[src/pkg/tws_map.vh]
// Register indices, field positions and reset values of the two-wire port.
// Assumes a 32-bit AHB-Lite slave: byte address is four times the index.
`ifndef TWS_MAP_VH
`define TWS_MAP_VH

// Register indices (byte address = index * 4)
`define TWS_IDX_INT_CTRL 8'h0B
`define TWS_IDX_IRQ_FLAGS 8'h0C
`define TWS_IDX_BUFFER 8'h13
`define TWS_IDX_CONTROL 8'h14
`define TWS_IDX_DIRECTION 8'h86
`define TWS_IDX_IRQ_ENABLES 8'h8C
`define TWS_IDX_SLAVE_ADDR 8'h93
`define TWS_IDX_STATUS 8'h94
`define TWS_IDX_EVT_STATUS 8'hA0
`define TWS_IDX_EVT_CLEAR 8'hA1
`define TWS_IDX_EVT_ENABLE 8'hA2
`define TWS_IDX_PIN_LATCH 8'hA3

// Reset values
`define TWS_RST_DIRECTION 8'hFF
`define TWS_RST_ZERO 8'h00

// Field positions
`define TWS_IRQ_FLAG_BIT 3
`define TWS_CTL_WRITE_COLLISION_FLAG 7
`define TWS_CTL_OVF 6
`define TWS_CTL_EN 5
`define TWS_CTL_CKP 4
`define TWS_ST_DA 5
`define TWS_ST_STOP 4
`define TWS_ST_START 3
`define TWS_ST_RW 2
`define TWS_ST_BF 0
`define TWS_PIN_SCL 4
`define TWS_PIN_SDA 1

// Event status bit positions
`define TWS_EV_START 0
`define TWS_EV_STOP 1
`define TWS_EV_BYTE 2

// Mode codes of the four mode-select bits
`define TWS_MODE_SLV7 4'h6
`define TWS_MODE_SLV10 4'h7
`define TWS_MODE_FW_MASTER 4'hB
`define TWS_MODE_SLV7_SS 4'hE
`define TWS_MODE_SLV10_SS 4'hF

`endif

[src/core/tws_top.v]
// Two-wire port with firmware master support, reached over AHB-Lite.
// Assumes one 20 MHz clock, external pull-ups on both lines, single word accesses.
// How it works
// Start and stop flags clear on reset and while the port is disabled.
// Start and stop flags follow the latest condition seen on the bus.
// Firmware may take the bus when stop is set or both flags clear.
// A line whose direction bit is output is driven low, latch ignored.
// Firmware sends one by releasing data, zero by making it output.
// Firmware drives the clock line likewise through its direction bit.
// Port flag sets on START, STOP and each completed byte; START/STOP only in modes 1011, 1110, 1111, slave bytes only if addressed.
// Mode 1011 gives START/STOP interrupts, slave idle; master works beside slaves.
// Firmware sorts out which cause raised the shared port flag.
// Enabling the interrupt during a busy bus fires at the next STOP.
// On lost arbitration firmware releases both lines via direction bits.
// Arbitration lost in data stage means firmware retransmits later.
// Slave keeps receiving after lost arbitration and acknowledges its address.
// Firmware keeps sample-phase and edge-select bits clear in two-wire mode.
// Enabled two-wire mode makes both pins open drain when set as inputs.
// START is data falling with clock high; STOP is data rising.
`timescale 1ns/10ps
`include "tws_map.vh"
module tws_top (
   input wire hclk,
   input wire hresetn,
   input wire hsel,
   input wire [31:0] haddr,
   input wire [1:0] htrans,
   input wire hwrite,
   input wire [2:0] hsize,
   input wire [31:0] hwdata,
   input wire hready,
   output reg hreadyout,
   output reg [31:0] hrdata,
   output reg hresp,
   input wire scl_in,
   output reg scl_out,
   output reg scl_oe,
   input wire sda_in,
   output reg sda_out,
   output reg sda_oe,
   output reg irq
);
   // Register file
   reg [7:0] interrupt_control;
   reg [7:0] peripheral_irq_flags;
   reg [7:0] serial_buffer;
   reg [7:0] serial_control;
   reg [7:0] pin_output_latch_direction;
   reg [7:0] peripheral_irq_enables;
   reg [7:0] slave_address;
   reg [7:0] pin_output_latch;
   reg [2:0] evt_status;
   reg [2:0] evt_enable;
   // Status fields
   reg [1:0] phase_bits;
   reg data_addr_flag;
   reg stop_flag;
   reg start_flag;
   reg rw_flag;
   reg buffer_full_flag;
   // Receive engine
   reg [7:0] shift_reg;
   reg [3:0] bit_cnt;
   reg in_frame;
   reg first_byte;
   reg addressed;
   reg ack_drive;
   // Bus slave state
   reg pend;
   reg pend_write;
   reg [7:0] pend_idx;

   wire scl_s;
   wire sda_s;
   wire scl_rise;
   wire scl_fall;
   wire start_seen;
   wire stop_seen;

   tws_line_watch u_watch (
      .hclk(hclk),
      .hresetn(hresetn),
      .scl_in(scl_in),
      .sda_in(sda_in),
      .scl_s(scl_s),
      .sda_s(sda_s),
      .scl_rise(scl_rise),
      .scl_fall(scl_fall),
      .start_seen(start_seen),
      .stop_seen(stop_seen)
   );

   // Mode decode
   wire [3:0] port_mode_select = serial_control[3:0];
   wire port_enable_bit = serial_control[`TWS_CTL_EN];
   wire mode_is_i2c = (port_mode_select == `TWS_MODE_SLV7) ||
      (port_mode_select == `TWS_MODE_SLV10) ||
      (port_mode_select == `TWS_MODE_FW_MASTER) ||
      (port_mode_select == `TWS_MODE_SLV7_SS) ||
      (port_mode_select == `TWS_MODE_SLV10_SS);
   wire i2c_on = port_enable_bit & mode_is_i2c;
   wire ss_irq_mode = (port_mode_select == `TWS_MODE_FW_MASTER) ||
      (port_mode_select == `TWS_MODE_SLV7_SS) ||
      (port_mode_select == `TWS_MODE_SLV10_SS);
   wire slave_active = i2c_on & (port_mode_select != `TWS_MODE_FW_MASTER);

   // Byte end: falling clock edge after the eighth data bit
   wire byte_end = i2c_on & in_frame & scl_fall & (bit_cnt == 4'h8);
   wire addr_match = slave_active & first_byte & (shift_reg[7:1] == slave_address[7:1]);
   wire take_byte = addr_match | (addressed & ~first_byte);
   wire rx_ok = ~buffer_full_flag & ~serial_control[`TWS_CTL_OVF];
   // Master mode counts every byte; slave modes count only bytes meant for us
   wire byte_evt = byte_end & (~slave_active | take_byte);
   wire start_evt = i2c_on & ss_irq_mode & start_seen;
   wire stop_evt = i2c_on & ss_irq_mode & stop_seen;
   wire [2:0] evt_set = {byte_evt, stop_evt, start_evt};

   // Bus access decode
   wire ahb_go = hsel & hready & htrans[1];
   wire wr = pend & pend_write;
   wire rd_buf = pend & ~pend_write & (pend_idx == `TWS_IDX_BUFFER);
   wire [7:0] wbyte = hwdata[7:0];

   // AHB-Lite slave: one wait state, so read data comes from a flop
   always @(posedge hclk or negedge hresetn) begin
      if (!hresetn) begin
         pend <= 1'b0;
         pend_write <= 1'b0;
         pend_idx <= 8'h00;
         hreadyout <= 1'b1;
         hresp <= 1'b0;
      end else begin
         hresp <= 1'b0;
         if (pend) begin
            pend <= 1'b0;
            hreadyout <= 1'b1;
         end else if (ahb_go) begin
            pend <= 1'b1;
            pend_write <= hwrite;
            pend_idx <= haddr[9:2];
            hreadyout <= 1'b0;
         end
      end
   end

   // Read mux; unmapped and write-only locations read as zero
   always @(posedge hclk or negedge hresetn) begin
      if (!hresetn) begin
         hrdata <= 32'h00000000;
      end else if (pend & ~pend_write) begin
         case (pend_idx)
            `TWS_IDX_INT_CTRL: hrdata <= {24'h000000, interrupt_control};
            `TWS_IDX_IRQ_FLAGS: hrdata <= {24'h000000, peripheral_irq_flags};
            `TWS_IDX_BUFFER: hrdata <= {24'h000000, serial_buffer};
            `TWS_IDX_CONTROL: hrdata <= {24'h000000, serial_control};
            `TWS_IDX_DIRECTION: hrdata <= {24'h000000, pin_output_latch_direction};
            `TWS_IDX_IRQ_ENABLES: hrdata <= {24'h000000, peripheral_irq_enables};
            `TWS_IDX_SLAVE_ADDR: hrdata <= {24'h000000, slave_address};
            `TWS_IDX_STATUS: hrdata <= {24'h000000, phase_bits, data_addr_flag,
               stop_flag, start_flag, rw_flag, 1'b0, buffer_full_flag};
            `TWS_IDX_EVT_STATUS: hrdata <= {29'h0000000, evt_status};
            `TWS_IDX_EVT_ENABLE: hrdata <= {29'h0000000, evt_enable};
            `TWS_IDX_PIN_LATCH: hrdata <= {24'h000000, pin_output_latch};
            default: hrdata <= 32'h00000000;
         endcase
      end
   end

   // Plain software registers
   always @(posedge hclk or negedge hresetn) begin
      if (!hresetn) begin
         interrupt_control <= `TWS_RST_ZERO;
         pin_output_latch_direction <= `TWS_RST_DIRECTION;
         peripheral_irq_enables <= `TWS_RST_ZERO;
         slave_address <= `TWS_RST_ZERO;
         pin_output_latch <= `TWS_RST_ZERO;
         evt_enable <= 3'h0;
         phase_bits <= 2'h0;
      end else if (wr) begin
         case (pend_idx)
            `TWS_IDX_INT_CTRL: interrupt_control <= wbyte;
            `TWS_IDX_DIRECTION: pin_output_latch_direction <= wbyte;
            `TWS_IDX_IRQ_ENABLES: peripheral_irq_enables <= wbyte;
            `TWS_IDX_SLAVE_ADDR: slave_address <= wbyte;
            `TWS_IDX_PIN_LATCH: pin_output_latch <= wbyte;
            `TWS_IDX_EVT_ENABLE: evt_enable <= wbyte[2:0];
            `TWS_IDX_STATUS: phase_bits <= wbyte[7:6];
            default: ;
         endcase
      end
   end

   // Sticky event status; a new event wins over a clear in the same cycle
   always @(posedge hclk or negedge hresetn) begin
      if (!hresetn) begin
         evt_status <= 3'h0;
      end else if (wr && pend_idx == `TWS_IDX_EVT_CLEAR) begin
         evt_status <= (evt_status & ~wbyte[2:0]) | evt_set;
      end else begin
         evt_status <= evt_status | evt_set;
      end
   end

   // Shared port flag; software writes it, hardware set wins
   always @(posedge hclk or negedge hresetn) begin
      if (!hresetn) begin
         peripheral_irq_flags <= `TWS_RST_ZERO;
      end else if (wr && pend_idx == `TWS_IDX_IRQ_FLAGS) begin
         peripheral_irq_flags <= wbyte;
         if (|evt_set)
            peripheral_irq_flags[`TWS_IRQ_FLAG_BIT] <= 1'b1;
      end else if (|evt_set) begin
         peripheral_irq_flags[`TWS_IRQ_FLAG_BIT] <= 1'b1;
      end
   end

   // Control register; overflow is also set by hardware
   always @(posedge hclk or negedge hresetn) begin
      if (!hresetn) begin
         serial_control <= `TWS_RST_ZERO;
      end else begin
         if (wr && pend_idx == `TWS_IDX_CONTROL)
            serial_control <= wbyte;
         if (byte_end & take_byte & ~rx_ok)
            serial_control[`TWS_CTL_OVF] <= 1'b1;
      end
   end

   // Start and stop flags track the latest bus condition
   always @(posedge hclk or negedge hresetn) begin
      if (!hresetn) begin
         start_flag <= 1'b0;
         stop_flag <= 1'b0;
      end else if (!i2c_on) begin
         start_flag <= 1'b0;
         stop_flag <= 1'b0;
      end else if (start_seen) begin
         start_flag <= 1'b1;
         stop_flag <= 1'b0;
      end else if (stop_seen) begin
         start_flag <= 1'b0;
         stop_flag <= 1'b1;
      end
   end

   // Receive engine: shifts on rising clock, acts on falling clock
   always @(posedge hclk or negedge hresetn) begin
      if (!hresetn) begin
         shift_reg <= 8'h00;
         bit_cnt <= 4'h0;
         in_frame <= 1'b0;
         first_byte <= 1'b0;
         addressed <= 1'b0;
         ack_drive <= 1'b0;
      end else if (!i2c_on || stop_seen) begin
         in_frame <= 1'b0;
         addressed <= 1'b0;
         ack_drive <= 1'b0;
         bit_cnt <= 4'h0;
      end else if (start_seen) begin
         in_frame <= 1'b1;
         first_byte <= 1'b1;
         addressed <= 1'b0;
         ack_drive <= 1'b0;
         bit_cnt <= 4'h0;
      end else if (in_frame) begin
         if (scl_rise && bit_cnt < 4'h8) begin
            shift_reg <= {shift_reg[6:0], sda_s};
            bit_cnt <= bit_cnt + 4'h1;
         end else if (scl_fall && bit_cnt == 4'h8) begin
            // Keeps receiving even after our own master lost arbitration
            if (first_byte)
               addressed <= addr_match;
            ack_drive <= take_byte & rx_ok;
            first_byte <= 1'b0;
            bit_cnt <= 4'h9;
         end else if (scl_fall && bit_cnt == 4'h9) begin
            ack_drive <= 1'b0;
            bit_cnt <= 4'h0;
         end
      end
   end

   // Buffer and byte status
   always @(posedge hclk or negedge hresetn) begin
      if (!hresetn) begin
         serial_buffer <= 8'h00;
         buffer_full_flag <= 1'b0;
         rw_flag <= 1'b0;
         data_addr_flag <= 1'b0;
      end else if (!i2c_on) begin
         buffer_full_flag <= 1'b0;
         rw_flag <= 1'b0;
         data_addr_flag <= 1'b0;
      end else if (byte_end & take_byte & rx_ok) begin
         serial_buffer <= shift_reg;
         buffer_full_flag <= 1'b1;
         data_addr_flag <= ~first_byte;
         if (first_byte)
            rw_flag <= shift_reg[0];
      end else if (wr && pend_idx == `TWS_IDX_BUFFER) begin
         serial_buffer <= wbyte;
      end else if (rd_buf) begin
         // Reading the buffer empties it
         buffer_full_flag <= 1'b0;
      end
   end

   // Pin drivers: in two-wire mode an output pin only ever pulls low
   always @(posedge hclk or negedge hresetn) begin
      if (!hresetn) begin
         scl_out <= 1'b0;
         scl_oe <= 1'b0;
         sda_out <= 1'b0;
         sda_oe <= 1'b0;
      end else if (i2c_on) begin
         scl_out <= 1'b0;
         scl_oe <= ~pin_output_latch_direction[`TWS_PIN_SCL];
         sda_out <= 1'b0;
         sda_oe <= ~pin_output_latch_direction[`TWS_PIN_SDA] | ack_drive;
      end else begin
         // Plain port pins when the two-wire function is off
         scl_out <= pin_output_latch[`TWS_PIN_SCL];
         scl_oe <= ~pin_output_latch_direction[`TWS_PIN_SCL];
         sda_out <= pin_output_latch[`TWS_PIN_SDA];
         sda_oe <= ~pin_output_latch_direction[`TWS_PIN_SDA];
      end
   end

   // Level interrupt while an enabled event bit is set
   always @(posedge hclk or negedge hresetn) begin
      if (!hresetn)
         irq <= 1'b0;
      else
         irq <= |(evt_status & evt_enable);
   end
endmodule // tws_top

[src/core/tws_line_watch.v]
// Line watcher: synchronises the clock and data pins and finds bus events.
// Assumes scl_in and sda_in are asynchronous pin levels with pull-ups.
`timescale 1ns/10ps
module tws_line_watch (
   input wire hclk,
   input wire hresetn,
   input wire scl_in,
   input wire sda_in,
   output reg scl_s,
   output reg sda_s,
   output wire scl_rise,
   output wire scl_fall,
   output wire start_seen,
   output wire stop_seen
);
   reg scl_m;
   reg sda_m;
   reg scl_d;
   reg sda_d;

   // Two-stage synchronisers, then one delay stage for edge finding
   always @(posedge hclk or negedge hresetn) begin
      if (!hresetn) begin
         scl_m <= 1'b1;
         sda_m <= 1'b1;
         scl_s <= 1'b1;
         sda_s <= 1'b1;
         scl_d <= 1'b1;
         sda_d <= 1'b1;
      end else begin
         scl_m <= scl_in;
         sda_m <= sda_in;
         scl_s <= scl_m;
         sda_s <= sda_m;
         scl_d <= scl_s;
         sda_d <= sda_s;
      end
   end

   // Edges of the clock line
   assign scl_rise = scl_s & ~scl_d;
   assign scl_fall = ~scl_s & scl_d;
   // Data moving while the clock stays high marks START or STOP
   assign start_seen = scl_s & scl_d & sda_d & ~sda_s;
   assign stop_seen = scl_s & scl_d & ~sda_d & sda_s;
endmodule // tws_line_watch

[config.mk]
export PLATFORM = sky130hd
export DESIGN_NAME = tws_top
export DESIGN_NICKNAME = d
export VERILOG_FILES = /design/src/core/tws_top.v /design/src/core/tws_line_watch.v
export VERILOG_INCLUDE_DIRS = /design/src /design/src/pkg
export SDC_FILE = /design/constraint.sdc
export NUM_CORES = 1
export LEC_CHECK = 0
export ABC_AREA = 0
export BUFFER_PORTS_ARGS = -buffer_cell sky130_fd_sc_hd__buf_2
export CORE_ASPECT_RATIO = 1.1
export CORE_MARGIN = 2
export CORE_UTILIZATION = 40
export DETAILED_ROUTE_END_ITERATION = 12
export HOLD_SLACK_MARGIN = 0.06
export SLEW_MARGIN = 5
export SYNTH_ARGS = -nofsm -noshare
export SYNTH_HDL_FRONTEND = slang
export SYNTH_SLANG_ARGS = --single-unit
[constraint.sdc]
create_clock -name hclk -period 3.6 [get_ports hclk]
set_input_delay 0.36 -clock hclk [delete_from_list [all_inputs] [get_ports hclk]]
set_output_delay 0.36 -clock hclk [all_outputs]
set_load 0.1 [all_outputs]
==> results of run 1 <==
[final cells by class]
type	count	area, um2
clock buffers	25	495
clock inverters	7	65.1
fillers	1388	7960
inverters	10	37.5
multi-input cells	387	2810
flip-flops and latches	123	3100
well taps	196	245
repair buffers	48	290
[per-stage QoR]
step	power [mW]	instances	setup slack [ns]	hold WS (ns)
after CTS	3.58	796	0.825	0.128
after floorplan	1.86	567	1.43	0.0644
after detailed placement	1.97	761	0.836	0.348
after global routing	3.69	796	0.680	0.141
after global placement	1.96	761	0.840	0.346
final	3.57	796	0.797	0.138
[cell families (layout without fill, tap and decap cells)]
kind of cell,after synthesis,in the layout,synth area share
DFF,123,123,0.506
xor gates and xnor gates,8,8,0.0114
AOI/OAI and AO/OA,85,85,0.102
other,1,25,0.000612
and+or+nand+nor,169,169,0.147
muxes,97,97,0.177
adders and majority gates,3,3,0.00613
buffers and inverters,57,90,0.0511
[critical path: stages, from the launching register on]
cell and delay, ns:
dfrtp_1 0.57, or4b_1 0.77, or4_1 0.90, mux2_1 0.43
[layer usage]
metal | track usage | wire length (um) | vias up
li1 | - | - | 2014
met1 | 0.264 | 6950 | 2241
met2 | 0.327 | 7540 | 173
met3 | 0.0349 | 842 | 29
met4 | 0.0990 | 381 | 0
met5 | 0 | 0 | -
[cell usage after synthesis, drive strengths merged (4+ instances only)]
master	instances	area, um2
and2	4	25.0
a22o	5	43.8
nand2b	4	25.0
nor2	21	78.8
o21ai	17	85.1
a211oi	4	30.0
nor3b	5	42.5
xnor2	8	70.1
mux2	88	991
a32oi	7	61.3
nor4bb	4	40.0
mux2i	9	90.1
nor3	11	70.1
a22oi	7	52.6
o2bb2ai	6	52.6
nand2	78	293
dfstp	15	394
buf	34	226
and3	5	31.3
clkbuf	13	48.8
inv	10	37.5
dfrtp	108	2700
a21oi	11	55.1
nor2b	4	25.0
nand3	9	50.1
[how the worst min path moves through the flow]
| stage | depth (start not counted) | startpoint | end |
|---|---|---|---|
| final | 3 | haddr[5] | pend_idx[3]$_DFFE_PN0P_ |
| after global routing | 3 | haddr[9] | pend_idx[7]$_DFFE_PN0P_ |
| after CTS | 3 | haddr[5] | pend_idx[3]$_DFFE_PN0P_ |
| after detailed placement | 0 | u_watch.sda_m$_DFF_PN1_ | u_watch.sda_s$_DFF_PN1_ |
| after global placement | 0 | u_watch.scl_m$_DFF_PN1_ | u_watch.scl_s$_DFF_PN1_ |
| after floorplan | 0 | hresetn | ack_drive$_DFFE_PN0P_ |
[power breakdown]
| part | switching [mW] | internal [mW] |
|---|---|---|
| registers | 0.0766 | 1.44 |
| clock network | 0.597 | 1.02 |
| logic | 0.322 | 0.111 |
| total | 0.996 | 2.57 |
==> impl_metrics.toml, run 1 <==
[sta]
setup_tns_ns = 0
worst_slew_pin_slew_ns = 1.15
rsz0062_at_grt = "no"
timing.slew.headroom = 0.234
finalHoldViolCount = 0
finalClockSkew_ns = 0.00719
fin_crit_ns = 2.80
finalCritPeriodShare = 0.779
finalSetupViolCount = 0
slew_violations = 0
max_freq_mhz = 357

[yosys]
async_reset_ff_frac = 1.00
yosysWarnings = 0
postSynthRegisterBits = 123
synthFlopType = "dfrtp_1"
synth_cell_types = 70
yosysSeqAreaShare = 0.506
synth_edf_count = 0
netlist_area_um2 = 6120
netlist_instances = 543
avgSynthCellArea_um2 = 11.3

[pwr]
ir_drop_v = 0.000330
powerDensity_nw_per_um2 = 507
p_leak_nw = 3.05

[worst_setup_path]
cp-startpoint = "pend_idx[3]$_DFFE_PN0P_"
reg2reg_setup_slack_ns = 0.80
crit_path_max_fanout = 15
start_kind = "flip-flop"
crit_path_end = "pin_output_latch[6]$_DFFE_PN0P_"
crit_type = "flip-flop to flip-flop"
r2r_start = "pend_idx[3]$_DFFE_PN0P_"
worstPathRequired_ns = 3.90
cp.arrival_ns = 3.10
regToRegEndpoint = "pin_output_latch[6]$_DFFE_PN0P_"
worstRegToRegCells = 3
cp-end-kind = "flip-flop"

[drt]
vias = 4457
routedWlPerCell_um = 19.7
dr.first_iter.drc_count = 355
ant_nets = 0
firstDrtPassIters = 5
drc = 0
viasPerCell = 5.60
finalWirelength_um = 15700

[placed_design]
placed_area_um2 = 6440
dp_hpwl_um = 10800
gp_congestion = 0.825
io_buffers = 37

[layout]
fin_area_um2 = 7040
syn_to_final_growth_pct = 14.9
antenna_cells = 0
fin_nets = 666
drive_above_1_share = 0.303
final_core_util = 0.469
final_common_cell = "dfrtp_1"
most-common-layout-cells = "dfrtp_1, mux2_2, nand2_1"

[global_routing]
grt_max_degree = 66
antenna_found_initial = 0
track_usage = 0.203
gr-total-overflow = 0
grt_pass1_vias = 4438
grt_pass1_wl_um = 24700

[cts]
clk_latency_ns = 0.42
post_cts_resized = 0
hold_buffers = 3
cts_buffers = 17
postCtsSetupBuffers = 0
path_clk_slew_ns = 0.05
clock-sinks = 123
clockBufferDepth = 2
htree_num_levels = 4
cts_tree = "yes"
ctsRootBufferMaster = "clkbuf_16"

[outcome]
status = "completed"

[floorplanning]
row_count = 47
initial_utilization = 0.408
dieArea_um2 = 16300
die_w_um = 122
die_height_um = 134
num_io_pins = 115
core-area_um2 = 15000

[run]
maxCapViolCount = 0

[hold_path]
hp-class = "input pin to flip-flop"
No activity file was read; power rests on OpenSTA's default activity.
==> run 2, diff against run 1 <==
==> constraint.sdc (replaced) <==
create_clock -name hclk -period 2.8 [get_ports hclk]
set_input_delay 0.28 -clock hclk [delete_from_list [all_inputs] [get_ports hclk]]
set_output_delay 0.28 -clock hclk [all_outputs]
set_load 0.1 [all_outputs]
==> run 2 against run 1 <==
Net effect: sequential power grew 28%; register-to-register slack lost 0.52 ns; via count increased by 2.8%; sequential share of layout area down 1.1 points; fmax increased by 11%; count of clock-buffer cells in the layout up 4; hold slack gained 0.022 ns; non-clock buffer count increased by 25.
==> impl_metrics.toml, run 2 (synthesized netlist as in run 1, its figures left out) <==
[outcome]
status = "completed"

[drt]
firstDrtPassIters = 5
ant_nets = 0
routedWlPerCell_um = 19.3
dr.first_iter.drc_count = 364
viasPerCell = 5.58
finalWirelength_um = 15800
vias = 4580
drc = 0

[pwr]
powerDensity_nw_per_um2 = 629
swShare = 0.280
ir_drop_v = 0.000444
p_leak_nw = 3.16
p_switching_mw = 1.27
combPwrFrac = 0.135
clkPwrFrac = 0.439
p_total_mw = 4.54
intPower_mw = 3.27
p_seq_frac = 0.426

[sta]
max_freq_mhz = 397
rsz0062_at_grt = "no"
finalCritPeriodShare = 0.900
finalHoldViolCount = 0
finalSetupViolCount = 0
timing.slew.headroom = 0.288
worst_slew_pin_slew_ns = 1.07
timing.final.ws_setup_ns = 0.281
finalClockSkew_ns = 0.00823
setup_tns_ns = 0
fin_crit_ns = 2.52
slew_violations = 0

[worst_setup_path]
reg2reg_setup_slack_ns = 0.28
crit_type = "flip-flop to flip-flop"
cp_top_family = "simple AND/OR/NAND/NOR gates"
start_kind = "flip-flop"
cp.arrival_ns = 2.82
worstPathRequired_ns = 3.10
crit_path_max_fanout = 12
cp_slowest_cell = "or4_1"
crit_buf_inv = 0
cpPeakStageDelay_ns = 0.87
cp-end-kind = "flip-flop"
crit_chain = "or4b_1 > or4_1 > mux2_1"

[layout]
antenna_cells = 0
final_common_cell = "dfrtp_1"
syn_to_final_growth_pct = 17.9
fin_area_um2 = 7220
drive_above_1_share = 0.312
fin_nets = 691
most-common-layout-cells = "dfrtp_1, mux2_2, nand2_1"
final_core_util = 0.482

[floorplanning]
dieArea_um2 = 16300
num_io_pins = 115
die_w_um = 122
core-area_um2 = 15000
die_height_um = 134
initial_utilization = 0.408
row_count = 47

[placed_design]
io_buffers = 37
preCtsSetupSlack_ns = 0.331
dp_hpwl_um = 10900
gp_congestion = 0.871
placed_area_um2 = 6570

[cts]
htree_num_levels = 4
path_clk_slew_ns = 0.05
ctsRootBufferMaster = "clkbuf_16"
cts_buffers = 17
post_cts_resized = 0
clockBufferDepth = 2
clock-sinks = 123
clk_latency_ns = 0.43
hold_buffers = 12
postCtsSetupBuffers = 0
cts_tree = "yes"

[global_routing]
grt_pass1_wl_um = 25200
grt_pass1_vias = 4613
antenna_found_initial = 0
track_usage = 0.206
grt_max_degree = 53
gr-total-overflow = 0

[run]
maxCapViolCount = 0

[hold_path]
hp-class = "input pin to flip-flop"
[run 2: routing by layer]
layer,track usage,part of all wire,up-vias
li1,-,-,2070
met1,0.264,0.43,2307
met2,0.328,0.48,173
met3,0.0565,0.055,30
met4,0.0888,0.027,0
met5,0,0,-
[run 2: tightest hold or removal path: stages]
cell	delay [ns]
buf_2	0.15
nand2_1	0.06
o21ai_0	0.08
[run 2: path summary, 6_finish.rpt]
| check | depth (start not counted) | end | start |
|---|---|---|---|
| setup / recovery | 3 | pin_output_latch[4]$_DFFE_PN0P_ | pend_idx[4]$_DFFE_PN0P_ |
| hold / removal | 3 | pin_output_latch_direction[4]$_DFFE_PN1P_ | hwdata[4] |
| setup reg to reg | 3 | pin_output_latch[4]$_DFFE_PN0P_ | pend_idx[4]$_DFFE_PN0P_ |
| hold reg to reg | 0 | u_watch.scl_s$_DFF_PN1_ | u_watch.scl_m$_DFF_PN1_ |
| max in group asynchronous | 3 | u_watch.sda_s$_DFF_PN1_ | hresetn |
| min in group asynchronous | 2 | scl_oe$_DFF_PN0_ | hresetn |
[run 2: final cells by class]
cell class                      count  area [um2]
Tap cell                          196         245
Timing Repair Buffer               73         500
Sequential cell                   123        3100
Inverter                           10        37.5
Multi-Input combinational cell    387        2810
Fill cell                        1387        7770
Clock buffer                       29         520
Clock inverter                      3        15.0
[run 2: stage by stage]
stage | hold slack, ns | instances
after detailed placement | 0.347 | 777
after CTS | 0.153 | 821
after global routing | 0.198 | 821
final | 0.160 | 821
after global placement | 0.340 | 777
after floorplan | -0.0156 | 567
[run 2: power groups by stage]
| stage | Clock (mW) | Combinational (mW) | Sequential [mW] |
|---|---|---|---|
| global placement | 0 | 0.590 | 1.96 |
| CTS | 2.02 | 0.612 | 1.93 |
| global route | 2.11 | 0.653 | 1.95 |
| finish | 1.99 | 0.612 | 1.94 |
| floorplan | 0 | 0.430 | 1.97 |
| detailed placement | 0 | 0.596 | 1.96 |
